**src/rtl/synth_cfg.svh**
```systemverilog
/*
  Register selects, field positions, reset values and timing constants of
  the synthesizer output and lock configuration bank.
  Assumes inclusion by bare name from package and modules.
*/
`ifndef SYNTH_CFG_SVH
`define SYNTH_CFG_SVH

// Register select codes in the four low bits of a serial word
`define SEL_OUTPUT_BLEED 4'h6
`define SEL_LOCK_DETECT 4'h7
`define SEL_FIXED_CONFIG 4'h8
`define SEL_BAND_TIMERS 4'h9
`define SEL_TUNING_ADC 4'hA
`define SEL_MSB 3
`define SEL_LSB 0
`define WORD_BITS 32

// Output and bleed register
`define OB_NEG_BLEED 29
`define OB_OUT2_FUND 25
`define OB_FB_SEL 24
`define OB_DIV_MSB 23
`define OB_DIV_LSB 21
`define OB_BLEED_MSB 20
`define OB_BLEED_LSB 13
`define OB_MUTE_LOCK 11
`define OB_OUT2_DIS 9
`define OB_OUT2_PWR_MSB 8
`define OB_OUT2_PWR_LSB 7
`define OB_OUT1_EN 6
`define OB_OUT1_PWR_MSB 5
`define OB_OUT1_PWR_LSB 4

// Lock detect and load sync register
`define LD_SYNC_EDGE 27
`define LD_RESYNC 25
`define LD_CYC_MSB 9
`define LD_CYC_LSB 8
`define LD_LOL 7
`define LD_FRAC_MSB 6
`define LD_FRAC_LSB 5
`define LD_PRECISION 4

// Band select timer register
`define BT_DIV_MSB 31
`define BT_DIV_LSB 24
`define BT_TO_MSB 23
`define BT_TO_LSB 14
`define BT_ALC_MSB 13
`define BT_ALC_LSB 9
`define BT_SLT_MSB 8
`define BT_SLT_LSB 4

// Lock window lengths in tenths of a nanosecond
`define WIN_INT_N 7'd29
`define WIN_FRAC_0 7'd50
`define WIN_FRAC_1 7'd60
`define WIN_FRAC_2 7'd80
`define WIN_FRAC_3 7'd120

// Reset values
`define RST_WORD 32'h00000000
`define RST_DIV 3'h0
`define RST_WIN 7'd50

`endif

```
**src/rtl/synth_pkg.sv**
```systemverilog
/*
  Types shared by the serial receiver and the configuration bank.
  Assumes synth_cfg.svh on the include path.
*/
package synth_pkg;
  `include "synth_cfg.svh"

  typedef enum logic [0:0] {
    SYNC_IDLE = 1'b0,
    SYNC_WAIT = 1'b1
  } sync_e;

  typedef struct packed {
    logic negBleedEnable;
    logic out2FundamentalSelect;
    logic feedbackSourceSelect;
    logic [2:0] outputDividerSelect;
    logic [7:0] bleedCurrentLevel;
    logic muteUntilLocked;
    logic out2Disable;
    logic [1:0] out2PowerLevel;
    logic out1Enable;
    logic [1:0] out1PowerLevel;
  } rf_ctrl_s;

  typedef struct packed {
    logic loadSyncEdgeChoice;
    logic loadStrobeResync;
    logic [1:0] lockCycleCount;
    logic refLossLockMode;
    logic [1:0] fracLockWindow;
    logic lockWindowPrecision;
    logic [6:0] lockWindowTenthsNs;
  } lock_ctrl_s;

  typedef struct packed {
    logic [7:0] bandDivisionValue;
    logic [9:0] bandSelectTimeout;
    logic [4:0] levelCalWait;
    logic [4:0] synthLockTimeout;
  } band_ctrl_s;

  typedef struct packed {
    logic serialClkPrev;
    logic loadStrobePrev;
    logic [31:0] shift;
    logic [31:0] word;
    logic wordValid;
  } shifter_state_s;
endpackage

```
**src/rtl/serial_word_shifter.sv**
```systemverilog
/*
  Three-wire serial receiver: shifts data MSB first on each rising
  serial clock edge and presents the last 32 bits when load enable rises.
  Assumes all pins synchronous to clk and slower than clk.
*/
`timescale 1ns/1ps
module serial_word_shifter
  import synth_pkg::*;
(
  input wire logic clk,
  input wire logic rst,
  input wire logic serialClk,
  input wire logic serialData,
  input wire logic loadStrobe,
  output logic [31:0] word,
  output logic wordValid
);

  shifter_state_s cur;
  shifter_state_s next_cur;

  always_comb
  begin
    next_cur = cur;
    next_cur.serialClkPrev = serialClk;
    next_cur.loadStrobePrev = loadStrobe;
    next_cur.wordValid = 1'b0;
    if (serialClk && !cur.serialClkPrev)
    begin
      next_cur.shift = {cur.shift[30:0], serialData};
    end
    if (loadStrobe && !cur.loadStrobePrev)
    begin
      next_cur.word = cur.shift;
      next_cur.wordValid = 1'b1;
    end
  end

  always_ff @(posedge clk or posedge rst)
  begin
    if (rst)
    begin
      cur <= '0;
    end
    else
    begin
      cur <= next_cur;
    end
  end

  assign word = cur.word;
  assign wordValid = cur.wordValid;
endmodule

```
**src/rtl/synth_output_lock_config_regs.sv**
```systemverilog
/*
  Serially programmed configuration bank for the output/bleed, lock
  detect, fixed, band select timer and tuning ADC registers.
  Assumes a host drives the three-wire port synchronously to clk, and that
  lock status, reference level, double buffer enable and the frequency
  register 0 write pulse come from neighbouring logic.
*/
// Notes on behaviour
// - Output bit 29 turns constant negative bleed on or off.
// - Bit 25 set sends VCO fundamental to second output, else mirrors.
// - Bit 24 picks feedback straight from VCO or after dividers.
// - Bits 23:21 choose the output divider ratio.
// - Bits 20:13 set bleed current added to charge pump.
// - Bit 11 keeps RF outputs unpowered until lock is reported.
// - Second output enable is active low: 1 disables.
// - Bit 6 enables the first RF output.
// - Bits 8:7 and 5:4 set second and first output power.
// - Low four bits of a word select the target register.
// - Lock bit 25 aligns the load to a reference edge.
// - Lock bit 27 picks the reference edge, only when resync on.
// - Lock bits 9:8 set consecutive in-window cycles before lock.
// - Lock bit 7 selects loss-of-lock mode.
// - Lock bits 6:5 pick 5, 6, 8 or 12 ns window.
// - Lock bit 4 forces a 2.9 ns integer-N window.
// - Band timer word holds band division and band timeout.
// - With double buffering, divider select waits for register 0.
`timescale 1ns/1ps
module synth_output_lock_config_regs
  import synth_pkg::*;
(
  input wire logic clk,
  input wire logic rst,
  input wire logic serialClk,
  input wire logic serialData,
  input wire logic loadStrobe,
  input wire logic referenceInput,
  input wire logic lockDetected,
  input wire logic doubleBufferEnable,
  input wire logic freqReg0Write,
  output rf_ctrl_s rfCtrl,
  output lock_ctrl_s lockCtrl,
  output band_ctrl_s bandCtrl,
  output logic [31:0] fixedConfigWord,
  output logic [31:0] tuningAdcWord,
  output logic primaryRfPowered,
  output logic secondaryRfPowered,
  output logic loadApplied
);

  typedef struct packed {
    rf_ctrl_s rf;
    lock_ctrl_s lock;
    band_ctrl_s band;
    logic [31:0] fixedWord;
    logic [31:0] adcWord;
    logic [2:0] pendingDiv;
    sync_e syncState;
    logic [31:0] heldWord;
    logic refPrev;
    logic out1On;
    logic out2On;
    logic applied;
  } bank_state_s;

  bank_state_s cur, next_cur;
  logic [31:0] rxWord, commitWord;
  logic rxValid, refRise, refFall, edgeHit, commit;
  logic [3:0] commitSel;

  ////////////////////////////////////////////////////////////////////////
  serial_word_shifter rx (
    .clk(clk),
    .rst(rst),
    .serialClk(serialClk),
    .serialData(serialData),
    .loadStrobe(loadStrobe),
    .word(rxWord),
    .wordValid(rxValid)
  );

  ////////////////////////////////////////////////////////////////////////
  function automatic logic [6:0] window_of(input logic precision,
                                           input logic [1:0] frac);
    logic [6:0] w;
    w = `WIN_FRAC_0;
    if (precision)
    begin
      w = `WIN_INT_N;
    end
    else
    begin
      case (frac)
        2'h0: w = `WIN_FRAC_0;
        2'h1: w = `WIN_FRAC_1;
        2'h2: w = `WIN_FRAC_2;
        2'h3: w = `WIN_FRAC_3;
        default: w = `WIN_FRAC_0;
      endcase
    end
    return w;
  endfunction

  ////////////////////////////////////////////////////////////////////////
  assign refRise = referenceInput && !cur.refPrev;
  assign refFall = !referenceInput && cur.refPrev;
  // Edge choice matters only while resync is on; 1 picks the falling edge
  assign edgeHit = cur.lock.loadSyncEdgeChoice ? refFall : refRise;

  always_comb
  begin
    commit = 1'b0;
    commitWord = rxWord;
    if (cur.syncState == SYNC_WAIT)
    begin
      commit = edgeHit;
      commitWord = cur.heldWord;
    end
    else if (rxValid && !cur.lock.loadStrobeResync)
    begin
      commit = 1'b1;
    end
  end

  assign commitSel = commitWord[`SEL_MSB:`SEL_LSB];

  always_comb
  begin
    next_cur = cur;
    next_cur.refPrev = referenceInput;
    next_cur.applied = commit;
    case (cur.syncState)
      SYNC_IDLE:
      begin
        if (rxValid && cur.lock.loadStrobeResync)
        begin
          next_cur.heldWord = rxWord;
          next_cur.syncState = SYNC_WAIT;
        end
      end
      SYNC_WAIT:
      begin
        // A newer word replaces one still waiting for its edge
        if (rxValid)
        begin
          next_cur.heldWord = rxWord;
        end
        if (edgeHit && !rxValid)
        begin
          next_cur.syncState = SYNC_IDLE;
        end
      end
      default: next_cur.syncState = SYNC_IDLE;
    endcase
    if (commit)
    begin
      case (commitSel)
        `SEL_OUTPUT_BLEED:
        begin
          next_cur.rf.negBleedEnable = commitWord[`OB_NEG_BLEED];
          next_cur.rf.out2FundamentalSelect =
            commitWord[`OB_OUT2_FUND];
          next_cur.rf.feedbackSourceSelect = commitWord[`OB_FB_SEL];
          next_cur.pendingDiv = commitWord[`OB_DIV_MSB:`OB_DIV_LSB];
          if (!doubleBufferEnable)
          begin
            next_cur.rf.outputDividerSelect =
              commitWord[`OB_DIV_MSB:`OB_DIV_LSB];
          end
          next_cur.rf.bleedCurrentLevel =
            commitWord[`OB_BLEED_MSB:`OB_BLEED_LSB];
          next_cur.rf.muteUntilLocked = commitWord[`OB_MUTE_LOCK];
          next_cur.rf.out2Disable = commitWord[`OB_OUT2_DIS];
          next_cur.rf.out2PowerLevel =
            commitWord[`OB_OUT2_PWR_MSB:`OB_OUT2_PWR_LSB];
          next_cur.rf.out1Enable = commitWord[`OB_OUT1_EN];
          next_cur.rf.out1PowerLevel =
            commitWord[`OB_OUT1_PWR_MSB:`OB_OUT1_PWR_LSB];
        end
        `SEL_LOCK_DETECT:
        begin
          next_cur.lock.loadSyncEdgeChoice = commitWord[`LD_SYNC_EDGE];
          next_cur.lock.loadStrobeResync = commitWord[`LD_RESYNC];
          next_cur.lock.lockCycleCount =
            commitWord[`LD_CYC_MSB:`LD_CYC_LSB];
          next_cur.lock.refLossLockMode = commitWord[`LD_LOL];
          next_cur.lock.fracLockWindow = commitWord[`LD_FRAC_MSB:`LD_FRAC_LSB];
          next_cur.lock.lockWindowPrecision = commitWord[`LD_PRECISION];
          next_cur.lock.lockWindowTenthsNs = window_of(
            commitWord[`LD_PRECISION],
            commitWord[`LD_FRAC_MSB:`LD_FRAC_LSB]);
        end
        `SEL_FIXED_CONFIG: next_cur.fixedWord = commitWord;
        `SEL_BAND_TIMERS:
        begin
          next_cur.band.bandDivisionValue =
            commitWord[`BT_DIV_MSB:`BT_DIV_LSB];
          next_cur.band.bandSelectTimeout =
            commitWord[`BT_TO_MSB:`BT_TO_LSB];
          next_cur.band.levelCalWait = commitWord[`BT_ALC_MSB:`BT_ALC_LSB];
          next_cur.band.synthLockTimeout =
            commitWord[`BT_SLT_MSB:`BT_SLT_LSB];
        end
        `SEL_TUNING_ADC: next_cur.adcWord = commitWord;
        default: next_cur.applied = 1'b0;
      endcase
    end
    // Buffered divider select moves only on a frequency register 0 write
    if (freqReg0Write && doubleBufferEnable)
    begin
      next_cur.rf.outputDividerSelect = cur.pendingDiv;
    end
    next_cur.out1On = cur.rf.out1Enable &&
      (!cur.rf.muteUntilLocked || lockDetected);
    next_cur.out2On = !cur.rf.out2Disable &&
      (!cur.rf.muteUntilLocked || lockDetected);
  end

  always_ff @(posedge clk or posedge rst)
  begin
    if (rst)
    begin
      cur <= '0;
      cur.lock.lockWindowTenthsNs <= `RST_WIN;
    end
    else
    begin
      cur <= next_cur;
    end
  end

  assign rfCtrl = cur.rf;
  assign lockCtrl = cur.lock;
  assign bandCtrl = cur.band;
  assign fixedConfigWord = cur.fixedWord;
  assign tuningAdcWord = cur.adcWord;
  assign primaryRfPowered = cur.out1On;
  assign secondaryRfPowered = cur.out2On;
  assign loadApplied = cur.applied;
endmodule

```
**config.mk**
```make
export PLATFORM = sky130hd
export DESIGN_NAME = synth_output_lock_config_regs
export DESIGN_NICKNAME = d
export VERILOG_FILES = /design/src/rtl/synth_pkg.sv /design/src/rtl/serial_word_shifter.sv /design/src/rtl/synth_output_lock_config_regs.sv
export VERILOG_INCLUDE_DIRS = /design/src /design/src/rtl
export SDC_FILE = /design/constraint.sdc
export NUM_CORES = 1
export LEC_CHECK = 0
export BUFFER_PORTS_ARGS = -buffer_cell sky130_fd_sc_hd__buf_2
export CAP_MARGIN = 20
export CORE_MARGIN = 4
export CORE_UTILIZATION = 35
export CTS_BUF_LIST = sky130_fd_sc_hd__clkbuf_8 sky130_fd_sc_hd__clkbuf_16
export DETAILED_ROUTE_END_ITERATION = 10
export PLACE_DENSITY_LB_ADDON = 0.25
export REMOVE_ABC_BUFFERS = 1
export SYNTH_ARGS = -nofsm -noshare
export SYNTH_HDL_FRONTEND = slang
export SYNTH_HIERARCHICAL = 1
export SYNTH_SLANG_ARGS = --single-unit
```
**constraint.sdc**
```tcl
create_clock -name clk -period 5.54 [get_ports clk]
set_clock_uncertainty 0.1 [all_clocks]
set_input_delay 0.277 -clock clk [delete_from_list [all_inputs] [get_ports clk]]
set_output_delay 0.277 -clock clk [all_outputs]
set_load 0.05 [all_outputs]
```
== After elaboration in Yosys (flattened, before gate mapping) ==
Cells that the tools add are included.

* Register bits after elaboration: 235
* Output and inout port bits: 131
* Word-level logic and storage cells: 99

* Eq/ne operators: 11
* Multiplexer cells: 22
* Bitwise logic cells: 1
* Reduce and logical (&&, ||, !) cells: 30

{| class="wikitable"
|+ Operators by type and width
! cell !! count
|-
| $mux 128 || 1
|-
| $mux 32 || 4
|-
| $pmux 33 s2 || 1
|-
| $mux 33 || 1
|-
| $mux 28 || 1
|-
| $pmux 7 s4 || 1
|-
| $mux 18 || 1
|-
| $mux 15 || 1
|-
| $eq 4x4->1 const B || 3
|-
| $reduce_and 2->1 || 6
|-
| $logic_and 1x1->1 || 10
|-
| $mux 3 || 3
|-
| $eq 4x3->1 const B || 2
|-
| $logic_not 1->1 || 8
|-
| $mux 1 || 7
|-
| $mux 7 || 1
|-
| $reduce_or 5->1 || 1
|-
| $eq 2x2->1 const B || 2
|-
| $ne 2x1->1 const B || 2
|-
| $reduce_bool 2->1 || 2
|-
| $reduce_and 3->1 || 1
|-
| $eq 2x1->1 const B || 1
|-
| $logic_not 2->1 || 1
|-
| $ne 2x2->1 const B || 1
|-
| 2 further kinds || 2
|}

== Depth between registers and ports, before layout ==
* Word-level depth: 7
* Depth in mapped cells: 6
* Mapped depth without buffers: 4

== Modules after synthesis ==
The synthesis kept the hierarchy.

{| class="wikitable"
|+ By module, submodules not included
! module !! times used !! cells each !! area an instance (um2) !! sequential area each (um2)
|-
| synth_output_lock_config_regs || 1 || 551 || 7652.3 || 4156.5
|-
| serial_word_shifter || 1 || 175 || 2984.1 || 1676.6
|}

== Worst setup path before layout ==
OpenSTA, ideal clock, no wires.

* Kind: register to register
* Start: reg cur[36] in the netlist's numbering
* End: reg cur (netlist bit bandCtrl[0])
* Library setup time: 0.127 ns
* Data arrival time: 1.942 ns
* Required time: 5.313 ns
* Slack: 3.371 ns
* Stages on the path, launching flop included: 7
* Buffers on the path: 2
* Period minus slack after synthesis: 2.169 ns
* Path through: dfrtp_1 > buf_2 > nor3b_1 > a31oi_1 > nor4_4 > buf_6 > mux2_1

* Longest elaborated chain between the ends: 3
* Elaborated cells on any way between the ends: 4
* Classes of those cells: eq/ne (1); mux (2); reduce/logical (1)

{| class="wikitable"
|+ RTL lines
! what !! RTL line !! RTL
|-
| start: declaration || synth_output_lock_config_regs.sv:65 || <nowiki>bank_state_s cur, next_cur;</nowiki>
|-
| start signal: assignment || synth_output_lock_config_regs.sv:227 || <nowiki>cur <= next_cur;</nowiki>
|-
| $mux 32 || synth_output_lock_config_regs.sv:113 || <nowiki>if (cur.syncState == SYNC_WAIT)</nowiki>
|-
| $eq 4x4->1 || synth_output_lock_config_regs.sv:156 || <nowiki>case (commitSel)</nowiki>
|-
| $reduce_and 2->1 (no line) || n/a ||
|}

Parallel ways exist; a longest one is shown, timed or not.
A chain may end at the register's enable or synchronous reset.

== Worst setup path in the final report ==
* Start: reg cur[36] in the netlist's numbering
* End: reg cur (netlist bit tuningAdcWord[28])

Same word-level chain as after synthesis.

==> flow_summary.ini <==
[finish]
utilization_pct = 38.86
regArea_um2 = 5834
drive_above_1_share_pct = 57.77
fillCellCount = 2805
multi_input_area_um2 = 3421
antenna_cells = 0
area_delta_synth_final_pct = 8.846
final-instance-count-excl-fill = 1136
nNetsFinal = 736

[synth]
netlist_area_um2 = 10640
ys_seq_elements = 233
syn_inst = 726
syn_area_per_cell_um2 = 14.65
ys.warnings.count = 6
yosysTopAreaCell = dfrtp_1
synth_top_area_share_pct = 54.35
ys_top_cells_by_area = dfrtp_1, mux2_2, buf_4, mux2_4, mux2_1
seq_area_frac_synth_pct = 54.84
ys_types = 38

[clocking]
path_clk_slew_ns = 0.06
cts_buffer_depth = 3
cts_resized = 0
cts_tree = done
htreeDepth = 1
post-cts-setup-buffers = 0
clk_root_buffer_cell = clkbuf_16
cts_buffers = 27
cts_sinks = 233
clk_latency_ns = 0.51

[setup_path]
cp-end-kind = flip-flop
arrival_ns = 3.82
cp-start-kind = flip-flop
path_class = reg2reg
required_ns = 5.83
path_max_fanout = 41

[floorplanning]
pin_count = 140
die_h_um = 182.3
rows = 63
die_area_um2 = 33240
fp.dieW_um = 182.3
initial_core_util_pct = 35.70
coreArea_um2 = 29800

[detailed_routing]
viasPerCell = 4.605
final_antenna_net_count = 0
drt-total-wl_mm = 20.70
drt_iter0_markers = 171
firstDrtPassIters = 4
routedWlPerCell_um = 18.22
drc_errors = 0
num_vias = 5231

[global_routing]
grt_pass1_vias = 5861
grt_busiest_layer = met2
use_met1_pct = 17.29
grt.met3_usage_pct = 2.551
grt_max_degree = 116
antenna_found_initial = 0
overflow = 0
track_usage_pct = 12.47
grt_pass1_wl_mm = 33.90
met2_usage_pct = 20.27

[sta]
period_share_pct = 63.61
slew_headroom_pct = 33.60
setup_tns_ns = 0
tightestPinTransition_ns = 0.9905
finalCriticalPeriod_ns = 3.524
final_max_slew_viol_count = 0
rsz0062_at_grt = no
timing.fmax_ghz = 0.2838
setup_viol = 0
hold_slack_ns = 0.1985
hold_viol_final = 0

[placement]
gp_congestion = 0.7417
dp_hpwl_mm = 13.57
dp.cells = 1078
port_buffers = 138

[flow_run]
drv_cap = 0

[power_and_ir_drop]
power_density_nw_per_um2 = 450.4
ir_worst_vdd_uv = 209.1
p_leak_nw = 6.159

[outcome]
status = finished clean

[min_path]
hold_path_class = in2async
-- worst max-delay path: stages (launching register included) --
cell	delay, ns
dfrtp_2	1.01
mux2i_1	0.58
nand2_1	0.18
nor3_4	0.74
buf_4	0.40
mux2_2	0.37
-- synth_stat cells, drive strengths merged --
| master | count |
|---|---|
| mux2 | 244 |
| dfrtp | 231 |
| buf | 185 |
| nand2 | 8 |
| inv | 6 |
| nor2b | 6 |
| nand2b | 4 |
| a21oi | 3 |
| mux2i | 3 |
| nor2 | 3 |
| nor3 | 3 |
| o311ai | 3 |
| or2 | 3 |
| a31oi | 2 |
| and4b | 2 |
| dfstp | 2 |
| nand3 | 2 |
| nor4 | 2 |
| o211ai | 2 |
| o221ai | 2 |
| a211oi | 1 |
| a21boi | 1 |
| a21o | 1 |
| and4bb | 1 |
| clkbuf | 1 |
| conb | 1 |
| nor3b | 1 |
| o21ai | 1 |
| o21bai | 1 |
| or3 | 1 |
-- registers in the layout, summed over array words and instances (netlist names) --
register / cells
bandCtrl: 28
cur: 37
fixedConfigWord: 32
loadApplied: 1
lockCtrl: 13
primaryRfPowered: 1
rfCtrl: 21
rx/cur: 34
rx/word: 32
rx/wordValid: 1
secondaryRfPowered: 1
tuningAdcWord: 32
-- per-stage QoR --
stage	power (mW)	setup WS (ns)	instance area, µm²
after global routing	5.482	1.815	11580
after detailed placement	3.490	1.927	10560
final	5.215	2.016	11580
after global placement	3.451	2.016	10530
after CTS	5.303	1.918	11550
after floorplan	3.149	0.6763	9245
-- per-layer routing --
metal / wire (µm) / part of all wire (%)
met3: 952 / 4.6
met4: 440 / 2.1
met5: 0 / 0
met2: 9793 / 47
met1: 9510 / 46
-- area by class of cell --
type	count	share of cell area, %
Inverter	6	0.2486
Multi-Input combinational cell	301	29.55
Tap cell	390	4.215
Timing Repair Buffer	158	7.803
Clock inverter	13	1.005
Clock buffer	35	6.787
Sequential cell	233	50.39
-- where the power goes --
| group | switching, mW | leakage [nW] | total [mW] | internal, mW |
|---|---|---|---|---|
| Combinational | 0.783 | 2.55 | 1.26 | 0.474 |
| Clock | 0.680 | 0.464 | 1.76 | 1.08 |
| Sequential | 0.208 | 3.15 | 2.20 | 1.99 |
| Total | 1.67 | 6.16 | 5.21 | 3.54 |
-- layout by cell type (no fill, tap or decap), types with 3 or more instances in the layout --
cell,Yosys,routed
buf_4,160,9
o311ai_0,3,3
nand2_1,8,8
dfrtp_1,231,230
nor2b_1,6,6
mux2_2,162,162
a21oi_1,3,3
clkbuf_8,0,8
dlygate4sd3_1,0,9
inv_1,6,8
mux2_4,59,59
or2_2,3,3
buf_2,14,138
nor2_1,3,3
clkinv_2,0,6
mux2_1,23,23
mux2i_1,3,3
clkbuf_16,0,27
-- cell families after synthesis --
group / count (synthesis) / share of synthesized area, %
AOI/OAI and AO/OA: 17 / 1.259
buffers and inverters: 192 / 13.29
DFF: 233 / 54.84
muxes: 247 / 28.20
other: 1 / 0.03526
and+or+nand+nor: 36 / 2.376
-- path summary, 6_finish.rpt --
check / startpoint / endpoint / slack (ns) / cells after the start
min reg2reg: fixedConfigWord[3]$_DFFE_PP0P_ / fixedConfigWord[3]$_DFFE_PP0P_ / 0.37 / 1
min: rst / bandCtrl[10]$_DFFE_PP0P_ / 0.20 / 3
min in group clk: loadStrobe / rx/cur[65]$_DFF_PP0_ / 0.36 / 2
max: cur[36]$_DFF_PP0_ / tuningAdcWord[28]$_DFFE_PP0P_ / 2.02 / 5
max in group asynchronous: rst / bandCtrl[19]$_DFFE_PP0P_ / 3.74 / 5
max reg2reg: cur[36]$_DFF_PP0_ / tuningAdcWord[28]$_DFFE_PP0P_ / 2.02 / 5
-- what timing repair did --
item | 4_1_cts | 5_1_grt
hold endpoints to repair | 99 | 0
hold buffers | 9 | 0
endpoints found under the setup margin | 0 | 0
Power figures use the tool's default switching activity.
